--- config.mk ---
export PLATFORM = sky130hd
export DESIGN_NAME = mouse_sensor_serial_port
export DESIGN_NICKNAME = d
export VERILOG_FILES = /design/src/msp_pkg.sv /design/src/msp_link_if.sv /design/src/msp_edge_sync.sv /design/src/msp_led_drive.sv /design/src/mouse_sensor_serial_port.sv
export SDC_FILE = /design/constraint.sdc
export NUM_CORES = 1
export LEC_CHECK = 0
export BUFFER_PORTS_ARGS = -buffer_cell sky130_fd_sc_hd__buf_2
export CORE_MARGIN = 3
export CORE_UTILIZATION = 50
export CTS_BUF_LIST = sky130_fd_sc_hd__clkbuf_8
export DETAILED_ROUTE_END_ITERATION = 16
export PLACE_DENSITY = 0.66
export SYNTH_ARGS = -nofsm -noshare
export SYNTH_HDL_FRONTEND = slang
export SYNTH_SLANG_ARGS = --single-unit
--- constraint.sdc ---
create_clock -name mclk -period 5.4 [get_ports mclk]
set_input_delay 1.08 -clock mclk [delete_from_list [all_inputs] [get_ports mclk]]
set_output_delay 1.08 -clock mclk [all_outputs]
set_load 0.01 [all_outputs]
--- src/msp_pkg.sv ---
package msp_pkg;
  // register map
  localparam logic [6:0] CFG_ADDR     = 7'h40;
  localparam logic [7:0] CFG_RESET    = 8'h00;
  localparam int         CFG_PD_BIT   = 6;
  // clock and timing
  localparam int         MCLK_HZ      = 10_000_000;
  localparam int         TIMEOUT_MS   = 90;
  localparam int         TIMEOUT_CYC  = MCLK_HZ / 1000 * TIMEOUT_MS;
  localparam int         LED_PULSE_NS = 100_000;
  localparam int         LED_PER_CYC  = LED_PULSE_NS / 100;
  // wake-up figures and transfer length
  localparam int         WAKE_US      = 610;
  localparam int         WAKE_PD_MS   = 50;
  localparam int         WAKE_POR_MS  = 40;
  localparam int         WAKE_PD_CYC  = MCLK_HZ / 1000 * WAKE_PD_MS;
  localparam int         WAKE_POR_CYC = MCLK_HZ / 1000 * WAKE_POR_MS;
  localparam int         BITS_PER_TX  = 16;
endpackage

--- src/msp_link_if.sv ---
`timescale 1ns/100ps
// sampled serial events between the edge finder and the shifter
interface msp_link_if;
  logic rise;    // one-cycle pulse on clock rising edge
  logic fall;    // one-cycle pulse on clock falling edge
  logic dataIn;  // synchronised data line level
  modport src (output rise, output fall, output dataIn);
  modport dst (input rise, input fall, input dataIn);
endinterface

--- src/msp_edge_sync.sv ---
`timescale 1ns/100ps
// two-flop synchronisers and edge finder for the host clock and data
module msp_edge_sync (
  // clock and reset
  input  wire logic mclk,
  input  wire logic rst,
  // pins
  input  wire logic sclkPin,
  input  wire logic sdioIn,
  // events
  msp_link_if.src   lnk
);
  typedef struct packed {
    logic [1:0] clkMeta;  // first flops, read only by the second
    logic [1:0] clkSync;  // second flops
    logic       clkLast;  // previous synchronised level
    logic       rise;
    logic       fall;
    logic       dataIn;
  } msp_sync_t;
  msp_sync_t s, next_s;

  // edges come from synchronised samples only
  always_comb begin
    next_s         = s;
    next_s.clkMeta = {sdioIn, sclkPin};
    next_s.clkSync = s.clkMeta;
    next_s.clkLast = s.clkSync[0];
    next_s.rise    = s.clkSync[0] & ~s.clkLast;
    next_s.fall    = ~s.clkSync[0] & s.clkLast;
    next_s.dataIn  = s.clkSync[1];
  end

  // idle clock is high, so reset to high avoids a false edge
  always_ff @(posedge mclk) begin
    if (rst) begin
      s <= '{clkMeta: 2'h1, clkSync: 2'h1, clkLast: 1'b1, default: 1'b0};
    end else begin
      s <= next_s;
    end
  end

  assign lnk.rise   = s.rise;
  assign lnk.fall   = s.fall;
  assign lnk.dataIn = s.dataIn;
endmodule

--- src/msp_led_drive.sv ---
`timescale 1ns/100ps
// led drive: steady while moving, pulsed while idle, off in shutdown
module msp_led_drive (
  // clock and reset
  input  wire logic mclk,
  input  wire logic rst,
  // control
  input  wire logic motion,
  input  wire logic shutdown,
  // led
  output logic      ledOut,
  output logic      ledOe
);
  typedef struct packed {
    logic [15:0] cnt;  // pulse period counter
    logic        out;
    logic        oe;
  } msp_led_t;
  msp_led_t s, next_s;

  // a short flash once per period saves current when idle
  always_comb begin
    next_s     = s;
    next_s.cnt = (s.cnt == 16'(msp_pkg::LED_PER_CYC - 1)) ? 16'h0000
                 : s.cnt + 16'h0001;
    next_s.oe  = ~shutdown;
    if (motion) begin
      next_s.out = 1'b1;
    end else begin
      next_s.out = (s.cnt < 16'h0010);
    end
  end

  always_ff @(posedge mclk) begin
    if (rst) begin
      s <= '0;
    end else begin
      s <= next_s;
    end
  end

  assign ledOut = s.out;
  assign ledOe  = s.oe;
endmodule

--- src/mouse_sensor_serial_port.sv ---
`timescale 1ns/100ps
module mouse_sensor_serial_port #(
  parameter int TIMEOUT_CYCLES  = msp_pkg::TIMEOUT_CYC,
  parameter int WAKE_PD_CYCLES  = msp_pkg::WAKE_PD_CYC,
  parameter int WAKE_POR_CYCLES = msp_pkg::WAKE_POR_CYC
) (
  // clock and reset
  input  wire logic mclk,
  input  wire logic rst,
  // serial pins
  input  wire logic sclkPin,
  input  wire logic sdioIn,
  output logic      sdioOut,
  output logic      sdioOe,
  // sensor core
  input  wire logic motion,
  output logic      ledDriveOut,
  output logic      ledDriveOe,
  output logic      shutdownState,
  output logic      reportsValid
);
  typedef enum {ST_ADDR, ST_WDATA, ST_RDATA, ST_HOLD} msp_state_t;

  typedef struct packed {
    msp_state_t  st;
    logic [3:0]  bitCnt;     // bits taken in the current byte
    logic [7:0]  shift;      // incoming shift register
    logic [6:0]  addr;       // captured register address
    logic [7:0]  outSr;      // outgoing read data
    logic        sdo;        // data line value
    logic        oe;         // data line enable
    logic        busy;       // a transaction is open
    logic [31:0] txTimer;    // time since first edge of transaction
    logic [7:0]  cfg;        // configuration register
    logic [31:0] wakeCnt;    // time until reports are trusted
    logic        valid;
  } msp_core_t;
  msp_core_t s, next_s;

  msp_link_if lnk ();

  // address decode shared by read and write paths
  function automatic logic isCfg(input logic [6:0] a);
    isCfg = (a == msp_pkg::CFG_ADDR);
  endfunction

  msp_edge_sync u_sync (
    .mclk    (mclk),
    .rst     (rst),
    .sclkPin (sclkPin),
    .sdioIn  (sdioIn),
    .lnk     (lnk.src)
  );

  // fed the next value, so the led lets go in the cycle the line does
  msp_led_drive u_led (
    .mclk     (mclk),
    .rst      (rst),
    .motion   (motion),
    .shutdown (next_s.cfg[msp_pkg::CFG_PD_BIT]),
    .ledOut   (ledDriveOut),
    .ledOe    (ledDriveOe)
  );

  logic pd;
  assign pd = s.cfg[msp_pkg::CFG_PD_BIT];

  // a transfer that outlives the timer is dropped, not finished
  logic timeUp;
  assign timeUp = s.busy && !pd && (s.txTimer >= 32'(TIMEOUT_CYCLES - 1));

  // serial state machine; host clock edges and the transaction timeout move it
  always_comb begin
    next_s = s;
    // wake-up timer counts down toward trusted reports
    if (s.wakeCnt != 32'h0) begin
      next_s.wakeCnt = s.wakeCnt - 32'h1;
    end else if (!pd) begin
      next_s.valid = 1'b1;
    end
    if (pd) begin
      next_s.valid = 1'b0;
    end
    // timeout runs only while awake and a transaction is open
    if (s.busy && !pd) begin
      next_s.txTimer = s.txTimer + 32'h1;
    end
    if (s.busy && !pd &&
        s.txTimer >= 32'(TIMEOUT_CYCLES - 1)) begin
      next_s.st     = ST_ADDR;
      next_s.bitCnt = 4'h0;
      next_s.busy   = 1'b0;
      next_s.oe     = 1'b0;
      next_s.txTimer = 32'h0;
    end else if (lnk.fall) begin
      next_s.busy = 1'b1;
      unique case (s.st)
        ST_RDATA: begin
          // shift the next data bit out after falling edge
          next_s.oe  = 1'b1;
          next_s.sdo = s.outSr[7];
          next_s.outSr = {s.outSr[6:0], 1'b0};
        end
        ST_HOLD: begin
          // last bit held until this falling edge
          next_s.oe   = 1'b0;
          next_s.st   = ST_ADDR;
          next_s.busy = 1'b1;
          next_s.txTimer = 32'h0;
        end
        default: begin
          next_s.oe = 1'b0;
        end
      endcase
    end else if (lnk.rise) begin
      next_s.busy  = 1'b1;
      next_s.shift = {s.shift[6:0], lnk.dataIn};
      next_s.bitCnt = s.bitCnt + 4'h1;
      unique case (s.st)
        ST_ADDR: begin
          if (s.bitCnt == 4'h7) begin
            next_s.addr   = {s.shift[5:0], lnk.dataIn};
            next_s.bitCnt = 4'h0;
            if (s.shift[6]) begin
              next_s.st = ST_WDATA;
            end else begin
              // unused addresses read as zero
              next_s.st    = ST_RDATA;
              next_s.outSr = isCfg({s.shift[5:0], lnk.dataIn})
                             ? s.cfg : 8'h00;
            end
          end
        end
        ST_WDATA: begin
          if (s.bitCnt == 4'h7) begin
            next_s.bitCnt  = 4'h0;
            next_s.st      = ST_ADDR;
            next_s.busy    = 1'b0;
            next_s.txTimer = 32'h0;
            next_s.oe      = 1'b0;
            if (isCfg(s.addr)) begin
              if (pd) begin
                // only the shutdown bit lands while asleep
                next_s.cfg[msp_pkg::CFG_PD_BIT] =
                  s.shift[5];
              end else begin
                next_s.cfg = {s.shift[6:0], lnk.dataIn};
              end
              if (pd && !s.shift[5]) begin
                next_s.wakeCnt = 32'(WAKE_PD_CYCLES);
              end
            end
          end
        end
        ST_RDATA: begin
          // host samples; last bit enters hold
          if (s.bitCnt == 4'h7) begin
            next_s.bitCnt  = 4'h0;
            next_s.st      = ST_HOLD;
            next_s.busy    = 1'b0;
            next_s.txTimer = 32'h0;
          end
        end
        ST_HOLD: begin
          // a rise here is a new address bit; release line
          next_s.st     = ST_ADDR;
          next_s.oe     = 1'b0;
          next_s.bitCnt = 4'h1;
        end
      endcase
    end
    // shutdown forces the data line released
    if (next_s.cfg[msp_pkg::CFG_PD_BIT]) begin
      next_s.oe = 1'b0;
    end
  end

  // configuration kept through shutdown; only reset clears it
  always_ff @(posedge mclk) begin
    if (rst) begin
      s         <= '0;
      s.st      <= ST_ADDR;
      s.cfg     <= msp_pkg::CFG_RESET;
      s.wakeCnt <= 32'(WAKE_POR_CYCLES);
    end else begin
      s <= next_s;
    end
  end

  assign sdioOut       = s.sdo;
  assign sdioOe        = s.oe;
  assign shutdownState = pd;
  assign reportsValid  = s.valid;

  // the sensor never drives outside a read data phase
  a_drive_only_read: assert property (
    @(posedge mclk) disable iff (rst)
    s.oe |-> (s.st == ST_RDATA || s.st == ST_HOLD))
    else $error("data driven outside read");

  // led and data line both let go while asleep
  a_no_drive_pd: assert property (
    @(posedge mclk) disable iff (rst)
    pd |-> !s.oe && !ledDriveOe)
    else $error("drive while shut down");

  // a finished write leaves the line to the host
  a_write_release: assert property (
    @(posedge mclk) disable iff (rst)
    (s.st == ST_WDATA && lnk.rise && s.bitCnt == 4'h7) |=> !s.oe)
    else $error("write did not release line");

  // the last data bit stays until the next host falling edge
  a_hold_last: assert property (
    @(posedge mclk) disable iff (rst)
    (s.st == ST_HOLD && !lnk.fall && !lnk.rise && !pd) |=> s.oe)
    else $error("last bit not held");

  // that falling edge ends the drive
  a_release_fall: assert property (
    @(posedge mclk) disable iff (rst)
    (s.st == ST_HOLD && lnk.fall) |=> !s.oe)
    else $error("line not released after hold");

  // setting bit 6 puts the sensor to sleep; a timed-out write does not
  a_sd_enter: assert property (
    @(posedge mclk) disable iff (rst)
    (s.st == ST_WDATA && lnk.rise && s.bitCnt == 4'h7 && isCfg(s.addr)
     && s.shift[5] && !timeUp) |=> pd)
    else $error("shutdown not entered");

  // clearing bit 6 while asleep wakes it
  a_sd_leave: assert property (
    @(posedge mclk) disable iff (rst)
    (s.st == ST_WDATA && lnk.rise && s.bitCnt == 4'h7 && isCfg(s.addr)
     && pd && !s.shift[5]) |=> !pd)
    else $error("shutdown not left");

  // while asleep every bit but bit 6 keeps its value
  a_pd_keep_cfg: assert property (
    @(posedge mclk) disable iff (rst)
    (pd && $past(pd)) |-> (s.cfg[5:0] == $past(s.cfg[5:0]) &&
                           s.cfg[7] == $past(s.cfg[7])))
    else $error("config changed while asleep");

  // an awake write to the configuration register lands; bits 7 to 1 are compared
  a_cfg_write: assert property (
    @(posedge mclk) disable iff (rst)
    (s.st == ST_WDATA && lnk.rise && s.bitCnt == 4'h7 && isCfg(s.addr)
     && !pd && !timeUp) |=> s.cfg[7:1] == $past(s.shift[6:0]))
    else $error("config write lost");

  // writes elsewhere leave the register alone
  a_unused_write: assert property (
    @(posedge mclk) disable iff (rst)
    (s.st == ST_WDATA && lnk.rise && s.bitCnt == 4'h7 && !isCfg(s.addr))
    |=> $stable(s.cfg))
    else $error("unused write changed config");

  // a stalled transfer is thrown away after the timer runs out
  a_timeout_reset: assert property (
    @(posedge mclk) disable iff (rst)
    (s.busy && !pd && s.txTimer == 32'(TIMEOUT_CYCLES - 1)) |=>
    (s.st == ST_ADDR && s.bitCnt == 4'h0))
    else $error("timeout did not reset port");

  // the timer only holds time while a transfer is open
  a_timer_idle: assert property (
    @(posedge mclk) disable iff (rst)
    !s.busy |-> s.txTimer == 32'h0)
    else $error("timer running while idle");

  // asleep the timer stands still, so a half command would hang the port
  a_pd_no_timer: assert property (
    @(posedge mclk) disable iff (rst)
    (pd && s.busy) |=>
    (s.txTimer == $past(s.txTimer) || s.txTimer == 32'h0))
    else $error("timer ran while asleep");

  // each read data bit goes out after a falling edge
  a_read_drive: assert property (
    @(posedge mclk) disable iff (rst)
    (s.st == ST_RDATA && lnk.fall && !pd && !timeUp) |=> s.oe)
    else $error("read data not driven");

  // and the bits leave most significant first
  a_read_msb: assert property (
    @(posedge mclk) disable iff (rst)
    (s.st == ST_RDATA && lnk.fall && !timeUp) |=>
    s.sdo == $past(s.outSr[7]))
    else $error("read bit out of order");

  // unused addresses read back as zero
  a_unused_zero: assert property (
    @(posedge mclk) disable iff (rst)
    (s.st == ST_ADDR && lnk.rise && s.bitCnt == 4'h7 && !s.shift[6]
     && !isCfg({s.shift[5:0], lnk.dataIn}) && !timeUp)
    |=> s.outSr == 8'h00)
    else $error("unused read not zero");

  // sleep withdraws the motion reports
  a_pd_invalid: assert property (
    @(posedge mclk) disable iff (rst)
    pd |=> !s.valid)
    else $error("reports valid while asleep");

  // awake with the wake timer spent, reports are trusted
  a_wake_valid: assert property (
    @(posedge mclk) disable iff (rst)
    (s.wakeCnt == 32'h0 && !pd) |=> s.valid)
    else $error("reports not valid after wake");

  // moving keeps the led lit on the next cycle
  a_led_steady: assert property (
    @(posedge mclk) disable iff (rst)
    motion |=> ledDriveOut)
    else $error("led not steady while moving");
endmodule

==> impl_metrics.toml, run 1 <==
[setup_path]
worstPathMaxFanout = 20
slowest_delay_ps = 760
crit_required_ps = 5710
path_class = "reg -> reg"
worstSetupStartpointType = "flop"
cp_slowest_cell = "or3b_2"
arrival_ps = 3320
path_cells = "inv_1 > ha_1 > nor4bb_1 > nand4_1 > or3b_2 > nand2_1 > nor2_1"
ff2ff_path_depth = 7
cp-end-kind = "flop"

[die]
start_util = 0.522
rows = 41
core_region_area_um2 = 12900
design.die.area_um2 = 14900
die_y_um = 122
pin_count = 11
die_w_um = 122

[synth]
synthArstFlopShare = 0
yosys.area.top_type = "dfxtp_1"
syn_avg_cell_area_um2 = 8.55
synth_edf_count = 0
synth_warnings = 0
synth_area_leaders = "dfxtp_1 39%, nor3_1 4.7%, xor2_1 4.7%, nor2_1 3.7%, nand3_1 3.7%"
synth_cell_type_count = 68
ys_ff_latch = 130
syn_area_um2 = 6720
synth_top_cell_area_share = 0.388
synth.net_count = 799
yosysSeqAreaShare = 0.388
synth_cells = 785
ys.flop_type = "dfxtp_1"

[cts]
cts_setup_buffers = 0
clock_latency_ps = 450
htreeDepth = 4
clockRootBuffer = "clkbuf_8"
cts_hold_buf = 0
clk_pin_slew_ps = 80
cts_inserted_buffers = 17
cts_tree = "built"
cts_sinks = 130
clockBufferDepth = 2
ctsResizeCount = 0

[detailed_routing]
antenna_left = 0
drt_pass1_iterations = 4
via_per_inst = 6.27
totalWireLength_um = 15800
drtIter0Drc = 427
drcViolationCount = 0
vias = 5957
drt-wirelength-per-cell_um = 16.6

[finish]
instances_no_fill = 950
antenna-diode-count = 0
most-common-layout-cells = "130 x dfxtp_1, 66 x nor2_1, 63 x nor3_1"
area_growth_syn_to_layout_pct = 7.17
mostFrequentLayoutCell = "dfxtp_1"
n_fill_cell = 1176
multi_input_area_um2 = 3820
ff_latch_area_um2 = 2600
stdcell_area_um2 = 7200
nets = 779
drive_above_1_share = 0.102

[timing]
setup_tns_ps = 0
finalSetupViolations = 0
timing.final.crit_period_ps = 3010
drv_slew = 0
worstMarginPinSlew_ps = 1280
finalCritPeriodShare = 0.557
skew_ps = 9.74
slew_headroom = 0.136
max_freq_mhz = 332
final-hold-violation-count = 0
rsz0062_at_grt = "no"
timing.final.ws_setup_ps = 2390

[placement]
gp_congestion = 0.833
post_dp_cell_area_um2 = 6820
dp_hpwl_um = 10300
place_ws_ps = 2220
io_buffers = 10
dp_cells = 918

[pwr]
p_per_area_nw_per_um2 = 266
p_clk_frac = 0.421
switchingPower_mw = 0.524
power_mw = 1.92
leakage_nw = 2.42
p_int_mw = 1.39
seq_power_share = 0.524
vdd_drop_max_v = 0.000208
p_comb_frac = 0.055
swShare = 0.274

[worst_hold_path]
holdPathStages = 1
min_path_type = "reg -> reg"

[global_routing]
grt_pass1_wl_um = 26600
antenna_found_initial = 0
track_usage = 0.219
grt_max_degree = 41
gr-total-overflow = 0
grt_pass1_vias = 5361

[run_status]
status = "completed"

[flow_run]
max_cap_viol_count = 0
-- power by group through the flow --
stage	sequential [mW]	clock (mW)	combinational [mW]
3_5_place_dp	1.02	0	0.106
6_report	1.00	0.807	0.106
5_1_grt	1.01	0.866	0.119
3_3_place_gp	1.02	0	0.102
4_1_cts	1.00	0.827	0.106
2_1_floorplan	1.02	0	0.0860
-- per-stage QoR --
step	hold slack, ps	util
CTS	429	0.559
floorplan	389	-
detailed placement	410	0.529
global placement	391	0.529
global route	449	0.559
finish	425	0.559
-- registers in the layout, summed over array words and instances, names as in the netlist --
name,flops
s,100
u_led.s,16
u_sync.next_s,4
reportsValid,1
sdioOe,1
sdioOut,1
shutdownState,1
u_led.ledOe,1
u_led.ledOut,1
u_sync.lnk.dataIn,1
u_sync.lnk.fall,1
u_sync.lnk.rise,1
u_sync.s,1
-- worst max-delay path: cells and delay by family, from the launching register on --
family | cells | cell delay, ps
DFF | 1 | 340
adders and majority gates | 1 | 240
and+or+nand+nor | 5 | 2190
buffers and inverters | 1 | 100
-- layer usage --
| layer | track usage | wire, um | part of all wire | vias to the layer above |
|---|---|---|---|---|
| met4 | 0.0616 | 192 | 0.012 | 0 |
| met5 | 0 | 0 | 0 | - |
| met1 | 0.295 | 7440 | 0.47 | 2847 |
| met3 | 0.0562 | 789 | 0.050 | 15 |
| met2 | 0.350 | 7380 | 0.47 | 160 |
| li1 | - | - | - | 2935 |
-- synthesized netlist by cell type, drive strengths merged (10+ instances only) --
cell / n
or4: 20
nand2: 43
nor4: 21
o211ai: 22
nand3: 49
xor2: 36
inv: 17
nor3: 65
a21oi: 21
clkbuf: 51
a31oi: 12
o2111ai: 24
o21ai: 10
nor2: 66
xnor2: 28
nand4: 31
dfxtp: 130
nor2b: 13
-- final cells by class --
cell class | count | share of cell area
Inverter | 18 | 0.00939
Timing Repair Buffer | 18 | 0.0153
Clock buffer | 17 | 0.0325
Clock inverter | 15 | 0.0205
Tap cell | 172 | 0.0299
Sequential cell | 130 | 0.362
Multi-Input combinational cell | 580 | 0.531
-- final timing paths --
kind,start,to,slack (ps)
max,s[104],s[22],2390
min,u_sync.next_s[4],u_sync.next_s[3],430
max reg2reg,s[104],s[22],2390
min reg2reg,u_sync.next_s[4],u_sync.next_s[3],430
-- cells by family (layout without fill, tap and decap cells) --
logic type | Yosys count | count (layout) | share of synthesized area
AOI/OAI and AO/OA | 145 | 145 | 0.168
xor gates and xnor gates | 64 | 64 | 0.0835
adders and majority gates | 9 | 9 | 0.0168
buffers and inverters | 75 | 68 | 0.0453
DFF | 130 | 130 | 0.388
muxes | 3 | 3 | 0.00484
and+or+nand+nor | 359 | 359 | 0.294
Note: power is estimated with default switching activity, not from simulation.
==> run 2, diff against run 1 <==
- PLACE_DENSITY: 0.66 -> 0.68
- clock period: 5.4 -> 2.5 ns (I/O delays scaled with it)
==> run 2 against run 1 <==
Routed wire length increased by 2.0%. Register-to-register slack worse by 2300 ps. Count of clock-buffer cells in the layout is 2 higher.
==> impl_metrics.toml, run 2 (synthesized netlist as in run 1, its figures left out) <==
[worst_hold_path]
min_path_type = "in -> reg"

[setup_path]
cp-end-kind = "flop"
crit_required_ps = 2830
worstSetupStartpointType = "flop"
arrival_ps = 2700
worstPathMaxFanout = 13
path_class = "reg -> reg"

[global_routing]
grt_pass1_wl_um = 27700
track_usage = 0.228
gr-total-overflow = 0
grt_pass1_vias = 5887
grt_max_degree = 37
antenna_found_initial = 0

[die]
start_util = 0.522
die_w_um = 122
rows = 41
design.die.area_um2 = 14900
pin_count = 11
die_y_um = 122
core_region_area_um2 = 12900

[finish]
most-common-layout-cells = "130 x dfxtp_1, 66 x nor2_1, 63 x nor3_1"
regMostFlops = "s"
largest_reg_flops = 100
n_fill_cell = 1128
drive_above_1_share = 0.136
nets = 810
mostFrequentLayoutCell = "dfxtp_1"
area_growth_syn_to_layout_pct = 11.3
antenna-diode-count = 0

[placement]
io_buffers = 10
gp_congestion = 0.848
dp_hpwl_um = 10800

[detailed_routing]
antenna_left = 0
drtIter0Drc = 717
vias = 6137
drt-wirelength-per-cell_um = 16.4
via_per_inst = 6.26
drcViolationCount = 0
totalWireLength_um = 16100
drt_pass1_iterations = 5

[timing]
worstMarginPinSlew_ps = 803
finalSetupViolations = 0
max_freq_mhz = 422
final-hold-violation-count = 0
slew_headroom = 0.465
skew_ps = 13.4
drv_slew = 0
setup_tns_ps = 0
rsz0062_at_grt = "no"
timing.final.crit_period_ps = 2370
finalCritPeriodShare = 0.947

[cts]
clockBufferDepth = 2
cts_inserted_buffers = 17
htreeDepth = 4
clk_pin_slew_ps = 80
ctsResizeCount = 0
clock_latency_ps = 450
cts_tree = "built"
cts_setup_buffers = 0
clockRootBuffer = "clkbuf_8"
cts_hold_buf = 0
cts_sinks = 130

[flow_run]
max_cap_viol_count = 0

[pwr]
leakage_nw = 2.59
p_per_area_nw_per_um2 = 575
vdd_drop_max_v = 0.000406
power_mw = 4.30

[run_status]
status = "completed"
==> run 2: layer usage <==
metal / wire length [um] / share of wire / track usage
met2: 7630 / 0.47 / 0.369
met1: 7350 / 0.46 / 0.299
met4: 283 / 0.018 / 0.0840
met5: 0 / 0 / 0
met3: 847 / 0.053 / 0.0501
==> run 2: layout make-up <==
cell class	count	area (um2)	share of cell area
well taps	172	215	0.0288
repair buffers	49	343	0.0459
multi-input cells	580	3830	0.512
inverters	18	67.6	0.00904
flip-flops and latches	130	2600	0.348
clock inverters	12	159	0.0213
clock buffers	19	262	0.0350
==> run 2: worst paths after layout <==
kind / startpoint / to / slack, ps / cells after the start
setup reg to reg: s[13] / s[10] / 130 / 6
hold reg to reg: u_sync.next_s[4] / u_sync.next_s[3] / 410 / 1
hold / removal: sclkPin / u_sync.next_s[4] / 240 / 2
setup / recovery: s[13] / s[10] / 130 / 6
==> run 2: per-stage QoR <==
stage / hold WS [ps] / area (um2) / utilization / worst slack, ps / instances
final: 237 / 7470 / 0.581 / 132 / 980
after global routing: 224 / 7470 / 0.581 / 15.9 / 980
after CTS: 213 / 7470 / 0.580 / 96.1 / 980
after detailed placement: 397 / 7050 / 0.547 / 178 / 949
after global placement: 393 / 7050 / 0.547 / 226 / 949
after floorplan: 389 / 6720 / - / 114 / 785
==> run 2: critical path, cell delays in order (launching register included) <==
cell and delay (ps):
dfxtp_1 360, or4_1 590, or4_1 550, buf_4 210, o311ai_2 300, xor2_1 180
o21ai_1 70
==> run 2: power breakdown <==
group	switching, mW	leakage [nW]	internal, mW
combinational	0.151	1.33	0.0965
clock	0.847	0.208	1.04
sequential	0.0518	1.05	2.11
